**src/wdrt_defs.vh**
```
// Constants for the watchdog reset timer: register offsets, field positions,
// reset values and timing counts. Assumes inclusion by bare name.
`ifndef WDRT_DEFS_VH
`define WDRT_DEFS_VH

`define WDRT_ADDR_W           8
`define WDRT_OFF_WDOG_CTRL    8'h9F
`define WDRT_OFF_SYS_CFG      8'hBF
`define WDRT_ADDR_WDOG_CTRL   10'h27C
`define WDRT_ADDR_SYS_CFG     10'h2FC
`define WDRT_BYTE_ADDR_W      10

`define WDRT_BIT_ENABLE       7
`define WDRT_BIT_CLEAR        5
`define WDRT_DIVSEL_HI        2
`define WDRT_DIVSEL_LO        0
`define WDRT_BIT_RESET_FLAG   7
`define WDRT_BIT_LATCH_INH    0

`define WDRT_CTRL_RST         8'h00
`define WDRT_CFG_RST          8'h00

`define WDRT_CNT_W            16
`define WDRT_DIV_W            10
`define WDRT_DIV_MIN          11'h008
`define WDRT_STROBE_DIV       3'h6
`define WDRT_RESET_PULSE      4'h4

`define WDRT_RESP_OKAY        2'h0
`define WDRT_RESP_SLVERR      2'h2

`endif

```
**src/wdrt_prescaler.v**
```verilog
// Programmable prescaler producing a one-cycle tick every 8 to 1024 clocks.
// Assumes a single clock domain and a synchronous active-low clear.
`include "wdrt_defs.vh"

module wdrt_prescaler #(
   parameter DIV_W = `WDRT_DIV_W
)(
   input  wire        core_clk_i,
   input  wire        clr_n_i,
   input  wire        run_i,
   input  wire [2:0]  sel_i,
   output wire        tick_o
);

   reg  [DIV_W-1:0] cnt_q;
   wire [DIV_W:0]   div_w;
   wire [DIV_W-1:0] last_w;

   // Code 000 gives 8 and each step doubles, so code 111 gives 1024.
   assign div_w  = `WDRT_DIV_MIN << sel_i;
   assign last_w = div_w[DIV_W-1:0] - {{(DIV_W-1){1'b0}}, 1'b1};
   assign tick_o = run_i && (cnt_q == last_w);

   // Counts clocks while running and wraps at the selected divider.
   always @(posedge core_clk_i)
   begin
      if (!clr_n_i || !run_i || tick_o)
         cnt_q <= {DIV_W{1'b0}};
      else
         cnt_q <= cnt_q + {{(DIV_W-1){1'b0}}, 1'b1};
   end

endmodule

```
**src/wdrt_strobe_gen.v**
```verilog
// Address latch strobe generator: pulses high for one clock in every six.
// Assumes one clock domain; the inhibit input comes from a register.
`include "wdrt_defs.vh"

module wdrt_strobe_gen (
   input  wire core_clk_i,
   input  wire rst_n_i,
   input  wire inhibit_i,
   output reg  strobe_o
);

   reg [2:0] phase_q;

   // Produces one high clock out of every six, held low while inhibited.
   always @(posedge core_clk_i)
   begin
      if (!rst_n_i)
      begin
         phase_q  <= 3'h0;
         strobe_o <= 1'b0;
      end
      else
      begin
         if (phase_q == `WDRT_STROBE_DIV - 3'h1)
            phase_q <= 3'h0;
         else
            phase_q <= phase_q + 3'h1;
         strobe_o <= !inhibit_i && (phase_q == 3'h0);
      end
   end

endmodule

```
**src/wdrt_top.v**
```verilog
// Watchdog reset timer with its control and configuration registers on
// AXI4-Lite, plus the divided-by-six address latch strobe.
// Assumes the chip reset sequencer honours wdog_reset_o, that the bus runs on
// core_clk_i, and that rst_n_i is already synchronous to core_clk_i.
// The counter width is a parameter so that short runs can reach an overflow;
// the default is the full sixteen bits.
//
// Implementation choice: the AXI4-Lite slave port.
`include "wdrt_defs.vh"

// Operation
// A 16-bit counter runs up and its overflow resets the whole device.
// The counter stays idle until software sets the enable bit, then counts divided ticks.
// The three-bit divider select picks 8 for code 000, doubling to 1024 for code 111.
// Any reset, external or watchdog, clears the enable bit.
// Writing 1 to the clear bit zeroes the counter so it restarts from zero.
// Software must clear the counter more often than the chosen timeout.
// A watchdog overflow reset sets the reset flag in the system configuration register.
// The latch strobe inhibit bit suppresses the divided-by-six strobe output.
// The clear bit is a self-clearing strobe that always reads back as 0.
module wdrt_top #(
   parameter RESET_PULSE = `WDRT_RESET_PULSE,
   parameter CNT_W       = `WDRT_CNT_W
)(
   // Clock and synchronous reset.
   input  wire        core_clk_i,
   input  wire        rst_n_i,
   // Write address channel.
   input  wire [9:0]  s_axi_awaddr_i,
   input  wire        s_axi_awvalid_i,
   output wire        s_axi_awready_o,
   // Write data channel; only byte lane 0 carries a register.
   input  wire [31:0] s_axi_wdata_i,
   input  wire [3:0]  s_axi_wstrb_i,
   input  wire        s_axi_wvalid_i,
   output wire        s_axi_wready_o,
   // Write response channel.
   output reg  [1:0]  s_axi_bresp_o,
   output reg         s_axi_bvalid_o,
   input  wire        s_axi_bready_i,
   // Read address channel.
   input  wire [9:0]  s_axi_araddr_i,
   input  wire        s_axi_arvalid_i,
   output wire        s_axi_arready_o,
   // Read data channel.
   output reg  [31:0] s_axi_rdata_o,
   output reg  [1:0]  s_axi_rresp_o,
   output reg         s_axi_rvalid_o,
   input  wire        s_axi_rready_i,
   // Chip reset request and address latch strobe.
   output reg         wdog_reset_o,
   output wire        latch_strobe_o
);

   // Register fields.
   reg                   enable_q;
   reg  [2:0]            divsel_q;
   reg                   reset_flag_q;
   reg                   latch_inh_q;
   reg                   clear_stb_q;

   // Watchdog count and reset pulse stretcher.
   reg  [CNT_W-1:0]      count_q;
   reg  [3:0]            pulse_q;
   wire                  tick_w;
   wire                  overflow_w;
   wire                  blk_rst_n_w;

   // Write channel holding registers.
   reg                   aw_held_q;
   reg  [9:0]            aw_addr_q;
   reg                   w_held_q;
   reg  [31:0]           w_data_q;
   reg  [3:0]            w_strb_q;

   // Address decode and read views.
   wire                  do_write_w;
   wire                  hit_ctrl_w;
   wire                  hit_cfg_w;
   wire                  ctrl_we_w;
   wire                  cfg_we_w;
   wire [7:0]            ctrl_rd_w;
   wire [7:0]            cfg_rd_w;
   reg  [7:0]            rd_byte_d;
   reg  [1:0]            rd_resp_d;

   // Block-level reset: the external reset or our own overflow pulse.
   // The bus and the configuration register see only the external reset, so the
   // reset flag and a pending bus answer survive a watchdog reset.
   assign blk_rst_n_w = rst_n_i && !wdog_reset_o;

   // Write channels are accepted independently and held until both arrive.
   // Both readies stay low while a response waits, so one write at most is open.
   assign s_axi_awready_o = !aw_held_q && !s_axi_bvalid_o;
   assign s_axi_wready_o  = !w_held_q && !s_axi_bvalid_o;
   assign s_axi_arready_o = !s_axi_rvalid_o;
   assign do_write_w      = aw_held_q && w_held_q && !s_axi_bvalid_o;
   assign hit_ctrl_w      = (aw_addr_q == `WDRT_ADDR_WDOG_CTRL);
   assign hit_cfg_w       = (aw_addr_q == `WDRT_ADDR_SYS_CFG);

   // Register write enables; a write without byte lane 0 changes nothing.
   assign ctrl_we_w = do_write_w && hit_ctrl_w && w_strb_q[0];
   assign cfg_we_w  = do_write_w && hit_cfg_w && w_strb_q[0];

   // Read views; the clear bit and unused bits always read as zero.
   assign ctrl_rd_w = {enable_q, 1'b0, 1'b0, 2'b00, divsel_q};
   assign cfg_rd_w  = {reset_flag_q, 6'h00, latch_inh_q};

   // Read decode: mapped registers answer OKAY, any other address answers
   // SLVERR with zero data and no side effect.
   always @*
   begin
      rd_byte_d = 8'h00;
      rd_resp_d = `WDRT_RESP_SLVERR;
      case (s_axi_araddr_i)
         `WDRT_ADDR_WDOG_CTRL:
         begin
            rd_byte_d = ctrl_rd_w;
            rd_resp_d = `WDRT_RESP_OKAY;
         end
         `WDRT_ADDR_SYS_CFG:
         begin
            rd_byte_d = cfg_rd_w;
            rd_resp_d = `WDRT_RESP_OKAY;
         end
         default:
         begin
            rd_byte_d = 8'h00;
            rd_resp_d = `WDRT_RESP_SLVERR;
         end
      endcase
   end

   // Address and data capture for the write channels.
   // Either channel may arrive first; each is held until the register write
   // fires, which is the edge after both are held.
   always @(posedge core_clk_i)
   begin
      if (!rst_n_i)
      begin
         aw_held_q <= 1'b0;
         aw_addr_q <= 10'h000;
         w_held_q  <= 1'b0;
         w_data_q  <= 32'h0000_0000;
         w_strb_q  <= 4'h0;
      end
      else
      begin
         if (s_axi_awvalid_i && s_axi_awready_o)
         begin
            aw_held_q <= 1'b1;
            aw_addr_q <= s_axi_awaddr_i;
         end
         else if (do_write_w)
            aw_held_q <= 1'b0;
         if (s_axi_wvalid_i && s_axi_wready_o)
         begin
            w_held_q <= 1'b1;
            w_data_q <= s_axi_wdata_i;
            w_strb_q <= s_axi_wstrb_i;
         end
         else if (do_write_w)
            w_held_q <= 1'b0;
      end
   end

   // Write response: OKAY for mapped registers, SLVERR elsewhere.
   // The response rises on the edge that performs the write, so it follows
   // both channels by one clock.
   always @(posedge core_clk_i)
   begin
      if (!rst_n_i)
      begin
         s_axi_bvalid_o <= 1'b0;
         s_axi_bresp_o  <= `WDRT_RESP_OKAY;
      end
      else if (do_write_w)
      begin
         s_axi_bvalid_o <= 1'b1;
         s_axi_bresp_o  <= (hit_ctrl_w || hit_cfg_w) ? `WDRT_RESP_OKAY : `WDRT_RESP_SLVERR;
      end
      else if (s_axi_bready_i)
         s_axi_bvalid_o <= 1'b0;
   end

   // Read response: register data one cycle after the address is taken.
   // Data and response are registered so they stand unchanged until rready.
   always @(posedge core_clk_i)
   begin
      if (!rst_n_i)
      begin
         s_axi_rvalid_o <= 1'b0;
         s_axi_rdata_o  <= 32'h0000_0000;
         s_axi_rresp_o  <= `WDRT_RESP_OKAY;
      end
      else if (s_axi_arvalid_i && s_axi_arready_o)
      begin
         s_axi_rvalid_o <= 1'b1;
         s_axi_rdata_o  <= {24'h000000, rd_byte_d};
         s_axi_rresp_o  <= rd_resp_d;
      end
      else if (s_axi_rready_i)
         s_axi_rvalid_o <= 1'b0;
   end

   // Watchdog control register; any reset drops the enable bit.
   // The clear bit lives for one cycle only, so it always reads back as zero and
   // a second clear needs no write of zero in between.
   always @(posedge core_clk_i)
   begin
      if (!blk_rst_n_w)
      begin
         enable_q    <= 1'b0;
         divsel_q    <= 3'h0;
         clear_stb_q <= 1'b0;
      end
      else
      begin
         clear_stb_q <= 1'b0;
         if (ctrl_we_w)
         begin
            enable_q    <= w_data_q[`WDRT_BIT_ENABLE];
            divsel_q    <= w_data_q[`WDRT_DIVSEL_HI:`WDRT_DIVSEL_LO];
            clear_stb_q <= w_data_q[`WDRT_BIT_CLEAR];
         end
      end
   end

   // System configuration: the reset flag survives the watchdog reset itself.
   // An overflow in the same cycle as a software write leaves the flag set.
   always @(posedge core_clk_i)
   begin
      if (!rst_n_i)
      begin
         reset_flag_q <= 1'b0;
         latch_inh_q  <= 1'b0;
      end
      else
      begin
         if (cfg_we_w)
         begin
            latch_inh_q  <= w_data_q[`WDRT_BIT_LATCH_INH];
            reset_flag_q <= w_data_q[`WDRT_BIT_RESET_FLAG];
         end
         if (overflow_w)
            reset_flag_q <= 1'b1;
      end
   end

   // Divided time base; idle while disabled or being cleared.
   // Clearing it with the counter keeps the first period after a clear full length.
   wdrt_prescaler #(
      .DIV_W (`WDRT_DIV_W)
   ) u_prescaler (
      .core_clk_i (core_clk_i),
      .clr_n_i    (blk_rst_n_w && !clear_stb_q),
      .run_i      (enable_q),
      .sel_i      (divsel_q),
      .tick_o     (tick_w)
   );

   // Overflow is the tick that would carry the counter past its top value,
   // so the timeout is two to the power CNT_W ticks.
   assign overflow_w = tick_w && (count_q == {CNT_W{1'b1}});

   // Counter: cleared by reset or the clear strobe, advanced by ticks.
   // A clear and a tick in one cycle leave the counter at zero.
   always @(posedge core_clk_i)
   begin
      if (!blk_rst_n_w || clear_stb_q)
         count_q <= {CNT_W{1'b0}};
      else if (tick_w)
         count_q <= count_q + {{(CNT_W-1){1'b0}}, 1'b1};
   end

   // Overflow stretches into a fixed-length reset pulse for the chip.
   // The pulse lasts RESET_PULSE clocks and also resets this block's own
   // watchdog state through blk_rst_n_w.
   always @(posedge core_clk_i)
   begin
      if (!rst_n_i)
      begin
         pulse_q      <= 4'h0;
         wdog_reset_o <= 1'b0;
      end
      else if (overflow_w)
      begin
         pulse_q      <= RESET_PULSE[3:0] - 4'h1;
         wdog_reset_o <= 1'b1;
      end
      else if (pulse_q != 4'h0)
         pulse_q <= pulse_q - 4'h1;
      else
         wdog_reset_o <= 1'b0;
   end

   // Address latch strobe, held low while the inhibit bit is set; it sees the
   // external reset only, so a watchdog reset does not disturb its rhythm.
   wdrt_strobe_gen u_strobe (
      .core_clk_i (core_clk_i),
      .rst_n_i    (rst_n_i),
      .inhibit_i  (latch_inh_q),
      .strobe_o   (latch_strobe_o)
   );

endmodule

```
**config.mk**
```make
export PLATFORM = sky130hd
export DESIGN_NAME = wdrt_top
export DESIGN_NICKNAME = d
export VERILOG_FILES = /design/src/wdrt_prescaler.v /design/src/wdrt_strobe_gen.v /design/src/wdrt_top.v
export VERILOG_INCLUDE_DIRS = /design/src /design/src/src
export SDC_FILE = /design/constraint.sdc
export NUM_CORES = 1
export LEC_CHECK = 0
export BUFFER_PORTS_ARGS = -buffer_cell sky130_fd_sc_hd__clkbuf_2
export CORE_MARGIN = 10
export CORE_UTILIZATION = 46
export DETAILED_ROUTE_END_ITERATION = 10
export GPL_TIMING_DRIVEN = 0
export PLACE_DENSITY = 0.8
export SYNTH_ARGS = -nofsm -noshare
export SYNTH_HDL_FRONTEND = slang
export SYNTH_SLANG_ARGS = --single-unit
```
**constraint.sdc**
```tcl
create_clock -name core_clk_i -period 2.4 [get_ports core_clk_i]
set_input_delay 0.36 -clock core_clk_i [delete_from_list [all_inputs] [get_ports core_clk_i]]
set_output_delay 0.36 -clock core_clk_i [all_outputs]
set_load 0.005 [all_outputs]
```
# Yosys cells after proc, flatten, opt, wreduce, memory -nomap -nowiden
# Index checks and enable logic that the tools add are counted.
totals:
  reg_bits: 77
  latchBits: 0
  ram_bits: 0
  rom_bits: 0
  input_bits: 63
  output_inout_bits: 43
  word_cells: 95
  n_memories: 0
op_classes:
  add_sub_neg: 5
  multipliers: 0
  div: 0
  n_lt_le_gt_ge: 0
  eq_ne: 8
  n_shift: 1
  muxes: 16
  bitwise: 1
  n_reduce_logical: 42
op_table:
  columns: ["cell", "count"]
  rows:
  - ["$eq 10x10->1 const B", 4]
  - ["$add 16x1->16 const B", 1]
  - ["$eq 16x16->1 const B", 1]
  - ["$logic_and 1x1->1", 16]
  - ["$pmux 8 s2", 1]
  - ["$reduce_bool 2->1", 6]
  - ["$mux 1", 11]
  - ["$add 10x1->10 const B", 1]
  - ["$eq 10x10->1", 1]
  - ["$logic_not 1->1", 10]
  - ["$shl 4x3->10 const A", 1]
  - ["$sub 10x1->10 const B", 1]
  - ["$mux 2", 4]
  - ["$reduce_or 2->1", 3]
  - ["$logic_or 1x1->1", 4]
  - ["$reduce_bool 4->1", 1]
  - ["$sub 4x1->4 const B", 1]
  - ["$add 3x1->3 const B", 1]
  - ["$eq 3x3->1 const B", 1]
  - ["$logic_not 3->1", 1]
  - ["$ne 2x2->1 const B", 1]
  - ["$reduce_and 2->1", 1]
  - ["$not 1->1", 1]

# Logic depth before layout (Yosys ltp)
# Gate-level depths: netlist of the first run.
logic_depth:
  depth_word: 6
  ltp_mapped: 13
  depth_no_buf: 9

# Hierarchy
# A second synthesis of the first run with hierarchy kept.
hier_totals:
  hier_cells: 378
  area_unflattened_um2: 3335.7
by_module_without_submodules:
  columns: ["mod", "instances", "cells_each", "area_per_inst_um2", "seq_area_each_um2"]
  rows:
  - ["wdrt_top", 1, 286, 2507.4, 1081.0]
  - ["wdrt_prescaler", 1, 76, 648.1, 200.2]
  - ["wdrt_strobe_gen", 1, 16, 180.2, 80.1]

# Worst setup path before layout of the first run
# No wires, ideal clock.
synth_timing:
  kind: "reg-to-reg"
  startpoint: "register divsel_q[2]"
  endpoint: "register pulse_q[3]"
  setup_time_ps: 118
  arrival_time_ps: 2510
  t_required_ps: 2282
  slack_ps: -227
  path_stages_with_launch: 12
  n_path_buf: 2
  synth_period_minus_slack_ps: 2627
  cell_sequence: "dfxtp_1 -> clkbuf_1 -> nor2_1 -> nand2_1 -> ha_1 -> buf_2 -> nor2b_1 -> mux2i_1 -> nor4b_1 -> o31ai_1 -> or4_4 -> nor3b_1"
synth_via:
  elab_chain_cells: 6
synth_rtl:
  columns: ["item", "line_no", "rtl"]
  rows:
  - ["start, declared", "wdrt_top.v:57", "reg [2:0] divsel_q;"]
  - ["start signal, assigned", "wdrt_top.v:223", "divsel_q <= w_data_q[`WDRT_DIVSEL_HI:`WDRT_DIVSEL_LO];"]
  - ["$shl 4x3->10 (no source line)", null, null]
  - ["$sub 10x1->10", "wdrt_prescaler.v:21", "assign last_w = div_w[DIV_W-1:0] - {{(DIV_W-1){1'b0}}, 1'b1};"]
  - ["$eq 10x10->1", "wdrt_prescaler.v:22", "assign tick_o = run_i && (cnt_q == last_w);"]
  - ["$logic_and 1x1->1", "wdrt_prescaler.v:22", null]
  - ["$logic_and 1x1->1", "wdrt_top.v:264", "assign overflow_w = tick_w && (count_q == {CNT_W{1'b1}});"]
  - ["$reduce_or 2->1 (no source line)", null, null]
  - ["end signal, assigned", "wdrt_top.v:288", "pulse_q <= RESET_PULSE[3:0] - 4'h1;"]
  - ["end signal, assigned", "wdrt_top.v:292", "pulse_q <= pulse_q - 4'h1;"]
  - ["end, declared", "wdrt_top.v:64", "reg [3:0] pulse_q;"]
# Every way passes these cells.
# A chain may end at the register's enable or synchronous reset.

# Worst setup path after layout of the first run
layout_timing:
  startpoint: "register divsel_q[1]"
  endpoint: "register count_q[2]"
layout_via:
  elab_chain_cells: 4
layout_rtl:
  columns: ["item", "line_no", "rtl"]
  rows:
  - ["$shl 4x3->10 (no source line)", null, null]
  - ["$sub 10x1->10", "wdrt_prescaler.v:21", null]
  - ["$eq 10x10->1", "wdrt_prescaler.v:22", null]
  - ["$logic_and 1x1->1", "wdrt_prescaler.v:22", null]
  - ["end signal, assigned", "wdrt_top.v:271", "count_q <= {CNT_W{1'b0}};"]
  - ["end signal, assigned", "wdrt_top.v:273", "count_q <= count_q + {{(CNT_W-1){1'b0}}, 1'b1};"]
  - ["end, declared", "wdrt_top.v:63", "reg [CNT_W-1:0] count_q;"]
# Every way passes these cells.

==> results of run 1 <==
-- synthesized netlist by cell type (5+ instances only) --
| master | instances | area, um2 |
|---|---|---|
| a21boi_0 | 11 | 82.6 |
| a21oi_1 | 15 | 75.1 |
| and2_1 | 5 | 31.3 |
| and3_1 | 7 | 43.8 |
| buf_4 | 30 | 225 |
| clkbuf_1 | 10 | 37.5 |
| dfxtp_1 | 68 | 1360 |
| ha_1 | 8 | 100 |
| inv_1 | 11 | 41.3 |
| mux2i_1 | 14 | 140 |
| nand2_1 | 44 | 165 |
| nand3_1 | 15 | 75.1 |
| nor2_1 | 22 | 82.6 |
| nor2b_1 | 15 | 93.8 |
| o21a_1 | 5 | 37.5 |
| o21ai_0 | 17 | 85.1 |
| or3_1 | 10 | 62.6 |
| xnor2_1 | 10 | 87.6 |
| xor2_1 | 6 | 52.6 |
-- layout by cell type, fill, tap and decap left out, types with 12 or more instances in the layout --
cell	synthesis	layout
dfxtp_1	68	66
clkbuf_2	1	46
buf_4	30	46
nand2_1	44	41
conb_1	1	30
nor2_1	22	21
nand3_1	15	15
nor2b_1	15	14
mux2i_1	14	14
o21ai_0	17	12
-- power breakdown --
group	switching (mW)	leakage [nW]	internal [mW]
combinational	0.177	1.14	0.183
sequential	0.0461	0.555	1.19
clock	0.461	0.105	0.611
-- state kept, by name, summed over array words and instances, names as in the netlist, 3 cells and up --
signal / cells
w_data_q: 5
count_q: 16
divsel_q: 3
s_axi_rdata_o: 4
aw_addr_q: 10
u_prescaler.cnt_q: 10
pulse_q: 4
u_strobe.phase_q: 3
-- area by class of cell --
| class | instances | area share |
|---|---|---|
| Multi-Input combinational cell | 288 | 0.447 |
| Sequential cell | 68 | 0.316 |
| Timing Repair Buffer | 60 | 0.0789 |
| Buffer | 44 | 0.0679 |
| Clock buffer | 10 | 0.0318 |
| Tap cell | 99 | 0.0286 |
| Clock inverter | 6 | 0.0202 |
| Inverter | 11 | 0.0101 |
-- cells by family after synthesis --
| family | after synthesis | synth area share |
|---|---|---|
| adder cells (fa/ha/maj) | 8 | 0.0299 |
| AND/OR/NAND/NOR | 150 | 0.241 |
| XOR/XNOR | 16 | 0.0419 |
| AO/OA/AOI/OAI | 68 | 0.131 |
| buffers and inverters | 58 | 0.103 |
| flip-flops | 68 | 0.407 |
| other | 1 | 0.00112 |
| multiplexers | 15 | 0.0453 |
-- per-layer routing --
metal | global-route usage | vias to the layer above | part of all wire
li1 | - | 1466 | -
met1 | 0.151 | 1316 | 0.40
met2 | 0.237 | 123 | 0.49
met3 | 0.0487 | 21 | 0.081
met4 | 0.0637 | 0 | 0.029
met5 | 0 | - | 0
-- timing repair --
action                                 CTS  global route
setup endpoints to repair               31            30
endpoints found under the hold margin    0             0
setup buffers                            8             7
pin swaps                               10            15
cloned                                   0             1
gates resized for setup                 18            19
-- worst min-delay path by stage --
| stage | startpoint | to | slack, ns | cells past startpoint |
|---|---|---|---|---|
| 3_3_place_gp | u_prescaler.cnt_q[0]$_SDFF_PP0_ | u_prescaler.cnt_q[0]$_SDFF_PP0_ | 0.43 | 1 |
| 6_report | s_axi_awaddr_i[0] | aw_addr_q[0]$_SDFFE_PN0P_ | 0.23 | 3 |
| 2_1_floorplan | u_prescaler.cnt_q[0]$_SDFF_PP0_ | u_prescaler.cnt_q[0]$_SDFF_PP0_ | 0.42 | 1 |
| 5_1_grt | s_axi_awaddr_i[4] | aw_addr_q[4]$_SDFFE_PN0P_ | 0.26 | 3 |
| 4_1_cts | s_axi_awaddr_i[0] | aw_addr_q[0]$_SDFFE_PN0P_ | 0.23 | 3 |
| 3_5_place_dp | u_prescaler.cnt_q[0]$_SDFF_PP0_ | u_prescaler.cnt_q[0]$_SDFF_PP0_ | 0.45 | 1 |
-- critical path: stages (launching register included) --
cell and delay, ns:
dfxtp_4 0.38, nor2_4 0.11, nand2_2 0.08, ha_4 0.20, or4_4 0.50, a21oi_4 0.22
o31ai_4 0.10, buf_4 0.18, buf_4 0.19, o21ai_0 0.25, a21oi_1 0.14
==> reports/qor.txt, run 1 <==
Post-Route WL -> 8.37 mm
FFs w/ async S/R, synth -> 0
RSZ-0062 raised after global routing -> true
GR Util All Layers -> 0.139
Area delta synth->final -> 29.4%
Number of flops mapped to enable cells by yosys -> 0
H-Tree Depth -> 3
Cells after DPL -> 557
Number of synthesized register bits -> 68
Seq/Total Area, Yosys -> 0.407
Max-slew violations -> 0
Reg2Reg Depth -> 10
CTS buffer count -> 9
Initial antenna violation count -> 0
Mapped cell area -> 0.00334 mm2
Synth Area per Inst -> 8.71 um2
Pin count of the biggest net entering global routing -> 13
Final Skew -> 0.00695 ns
PD cells -> 617 mW/mm2
GP Congestion -> 0.791
Worst r2r src -> divsel_q[1]$_SDFFE_PN0P_
Top_reg_cell synth -> dfxtp_1
Clk buf depth -> 2
Routed length per instance -> 14.3 um
Tmin final -> 2.49 ns
Failing checks -> setup timing
CTS clk-pin slew, worst paths -> 0.08 ns
Iter 0 DRT Violations -> 173
Die Height -> 105 um
Fraction of the cycle the final worst path needs -> 1.04
GR Overflow Total -> 0
Synth cell types -> 50
Setup slack, reg-to-reg -> -0.09 ns
Vias in the first global route -> 2864
Slew HR -> 0.575
IR drop worst, VDD -> 0.000503 V
Setup TNS -> -0.212 ns
Nets -> 553
DIE AREA -> 0.0111 mm2
Fraction of layout cells with a size suffix above 1 -> 0.292
Hold WC Path Type -> input pin to flip-flop
Dpl hpwl -> 5.61 mm
Core Area -> 0.00718 mm2
Worst slack, placed -> -0.352 ns
Final hold vios -> 0
Reg area -> 0.00137 mm2
Ports -> 106
Req. time, crit path -> 2.62 ns
CTS tree -> yes
Router iterations before antenna repair -> 4
Final setup fails -> 5
Max-cap violations -> 0
Die span in x -> 105 um
Least-Margin Pin Slew -> 0.632 ns
Leakage -> 1.80 nW
Via density -> 4.99
Area of the multi-input gates -> 0.00193 mm2
CP Capture Type -> flip-flop
Cts hold-fix bufs -> 0
Hold_ws -> 0.235 ns
Worst R2R End -> count_q[2]$_SDFFE_PP0P_
Crit path max fanout -> 10
Final Cell Area -> 0.00433 mm2
First-pass GRT wire length -> 13.0 mm
Setup crit start -> divsel_q[1]$_SDFFE_PN0P_
Worst-Skew Late Latency -> 0.35 ns
Total power draw -> 2.67 mW
Starting density of the core -> 0.466
Fill cells -> 605
Dpl cell area -> 0.00386 mm2
Drt drc -> 0
Root Buffer -> clkbuf_8
Cells after synthesis -> 384
Core Util, Final -> 0.603
Status -> finished, violations left
Arr. time, crit path -> 2.70 ns
Critical Path End -> count_q[2]$_SDFFE_PP0P_
Site Rows -> 31
Via count -> 2926
Synth warn -> 0
Startpoint types -> flip-flop
Fmax -> 0.402 GHz
Buffers on Ports -> 45
# diodes -> 0
Worst setup path class -> flip-flop to flip-flop
Final worst slack -> -0.0863 ns
Antenna Violating Nets Remaining -> 0
Finished Layout Cells -> 586
CTS sink cnt -> 68
Note: power is estimated with default switching activity, not from simulation.
==> run 2: changes to the inputs <==
--- a/config.mk
+++ b/config.mk
@@ -8,10 +8,12 @@
 export LEC_CHECK = 0
 export BUFFER_PORTS_ARGS = -buffer_cell sky130_fd_sc_hd__clkbuf_2
 export CORE_MARGIN = 10
-export CORE_UTILIZATION = 46
+export CORE_UTILIZATION = 48
+export CTS_BUF_LIST = sky130_fd_sc_hd__clkbuf_2 sky130_fd_sc_hd__clkbuf_4 sky130_fd_sc_hd__clkbuf_8
 export DETAILED_ROUTE_END_ITERATION = 10
 export GPL_TIMING_DRIVEN = 0
-export PLACE_DENSITY = 0.8
+export PLACE_DENSITY = 0.83
 export SYNTH_ARGS = -nofsm -noshare
 export SYNTH_HDL_FRONTEND = slang
 export SYNTH_SLANG_ARGS = --single-unit
+export TNS_END_PERCENT = 5
==> reports/qor.txt, run 2 (synthesis gave the netlist of run 1 again) <==
Status -> finished, violations left
Failing checks -> setup timing
Worst slack, placed -> -0.296 ns (+0.0555 ns)
Tmin final -> 2.40 ns (-0.0838 ns)
IR drop worst, VDD -> 0.000713 V (+42%)
CTS sink cnt -> 68 (unchanged)
Top Registers -> count_q x16, aw_addr_q x10, u_prescaler.cnt_q x10
Starting density of the core -> 0.492 (+0.0262)
Fraction of the cycle the final worst path needs -> 1.00 (-0.0349)
Post-Route WL -> 7.18 mm (-14%)
Worst-Skew Late Latency -> 0.35 ns (about the same)
Hold WC Path Type -> input pin to flip-flop
DIE AREA -> 0.0107 mm2 (-3.4%)
Core Area -> 0.00679 mm2 (-5.3%)
Max incr delay on CP -> 0.52 ns (+0.02 ns)
Core Util, Final -> 0.626 (+0.0226)
CTS clk-pin slew, worst paths -> 0.07 ns (about the same)
Crit path max fanout -> 10 (unchanged)
Startpoint types -> flip-flop
CP Cell Sequence -> buf_6, inv_4, nand2_2, ha_4, or4_4, a21oi_4, o31ai_4, or4_4, nor3b_2
Max FFs per register -> 16 (unchanged)
PD cells -> 667 mW/mm2 (+8.1%)
Fmax -> 0.416 GHz (+3.5%)
Largest delay contributor family on the critical path -> simple AND/OR/NAND/NOR gates
Dpl hpwl -> 5.38 mm (-4.2%)
Reg2Reg Depth -> 9 (-1)
First-pass GRT wire length -> 12.0 mm (-7.6%)
Critical path buffers and inverters -> 2 (unchanged)
Max-cap violations -> 0 (unchanged)
Hold_ws -> 0.240 ns (+0.00476 ns)
# diodes -> 0 (unchanged)
Leakage -> 1.78 nW (-0.97%)
RSZ-0062 raised after global routing -> true
Cts hold-fix bufs -> 0 (unchanged)
CTS tree -> yes
Ports -> 106 (unchanged)
Fraction of layout cells with a size suffix above 1 -> 0.259 (-0.0322)
Area delta synth->final -> 27.1%
Die span in x -> 103 um (-1.7%)
Max-slew violations -> 0 (unchanged)
Routed length per instance -> 12.5 um (-12%)
Root Buffer -> clkbuf_8
Least-Margin Pin Slew -> 0.612 ns (-0.0191 ns)
Final setup fails -> 1 (-4)
Setup TNS -> -0.00251 ns (+0.210 ns)
Site Rows -> 30 (-3.2%)
Most frequent CP cell -> or4_4
Most common cell after layout, fill and taps aside -> dfxtp_1
Req. time, crit path -> 2.64 ns (+0.02 ns)
Via density -> 4.88 (-2.3%)
Final Skew -> 0.00945 ns (+0.00250 ns)
Buffers on Ports -> 45 (unchanged)
Router iterations before antenna repair -> 4 (unchanged)
Antenna Violating Nets Remaining -> 0 (unchanged)
Clk buf depth -> 2 (unchanged)
Nets -> 544 (-1.6%)
Commonest cells after routing, fill and taps aside -> dfxtp_1 (66), clkbuf_2 (46), nand2_1 (41), buf_4 (37), conb_1 (30)
Via count -> 2799 (-4.3%)
Worst path depth -> 9 (-1)
CP Capture Type -> flip-flop
Final hold vios -> 0 (unchanged)
Largest register by flop count -> count_q
GR Util All Layers -> 0.142 (+0.00295)
Total power draw -> 2.83 mW (+6.2%)
Die Height -> 103 um (-1.7%)
GP Congestion -> 0.805 (+1.7%)
GR Overflow Total -> 0 (unchanged)
H-Tree Depth -> 3 (unchanged)
Worst setup path class -> flip-flop to flip-flop
Slowest stage cell on the critical path -> or4_4
Initial antenna violation count -> 0 (unchanged)
CTS buffer count -> 9 (unchanged)
Drt drc -> 0 (unchanged)
Vias in the first global route -> 2700 (-5.7%)
Arr. time, crit path -> 2.64 ns (-0.06 ns)
Pin count of the biggest net entering global routing -> 13 (unchanged)
Slew HR -> 0.588 (+0.0129)
Iter 0 DRT Violations -> 64 (-63%)
Worst Hold Depth -> 3 (unchanged)
Final worst slack -> -0.00251 ns (+0.0838 ns)
==> run 2: cell count changes in the layout (fill, tap and decap cells not counted), sizes merged <==
| cell | previous run | this run |
|---|---|---|
| bufinv | 2 | 4 |
| o311ai | 2 | 1 |
| clkinvlp | 3 | 1 |
| buf | 49 | 41 |
==> run 2: tightest hold or removal path, delay by kind of cell <==
kind	cells	cell delay [ns]
buffers and inverters	1	0.08
and+or+nand+nor	1	0.04
AOI/OAI and AO/OA	1	0.06
==> run 2: final cells by class <==
| class | count | area, um2 |
|---|---|---|
| Timing Repair Buffer | 52 | 278 |
| Multi-Input combinational cell | 287 | 1870 |
| Clock buffer | 10 | 131 |
| Clock inverter | 6 | 136 |
| Sequential cell | 68 | 1370 |
| Inverter | 11 | 43.8 |
| Tap cell | 96 | 120 |
| Buffer | 44 | 302 |
| Fill cell | 551 | 2540 |
==> run 2: timing repair <==
item,CTS,global route
resized for setup,15,13
setup endpoints to repair,31,31
pin swaps,7,15
buffers inserted,6,1
==> run 2: worst paths after layout <==
path / startpoint / endpoint / slack (ns)
worst max-delay path: divsel_q[0]$_SDFFE_PN0P_ / pulse_q[2]$_SDFFE_PP0P_ / -0.003
worst min-delay path: s_axi_awaddr_i[6] / aw_addr_q[6]$_SDFFE_PN0P_ / 0.24
worst max register to register: divsel_q[0]$_SDFFE_PN0P_ / pulse_q[2]$_SDFFE_PP0P_ / -0.003
worst min register to register: u_prescaler.cnt_q[0]$_SDFF_PP0_ / u_prescaler.cnt_q[0]$_SDFF_PP0_ / 0.46
==> run 2: per-layer routing <==
metal | GRT usage | vias up | part of all wire
met2 | 0.236 | 74 | 0.48
li1 | - | 1452 | -
met1 | 0.157 | 1259 | 0.42
met4 | 0.0556 | 0 | 0.020
met5 | 0 | - | 0
met3 | 0.0605 | 14 | 0.072
==> run 2: per-stage QoR <==
stage               std cells  cell area [um2]
finish                    574             4250
CTS                       574             4210
floorplan                 413             3510
global route              574             4250
global placement          554             3860
detailed placement        554             3860
==> run 2: power by group <==
part	switching (mW)	total (mW)	internal, mW
logic	0.176	0.359	0.183
clock network	0.433	1.24	0.808
registers	0.0427	1.23	1.19
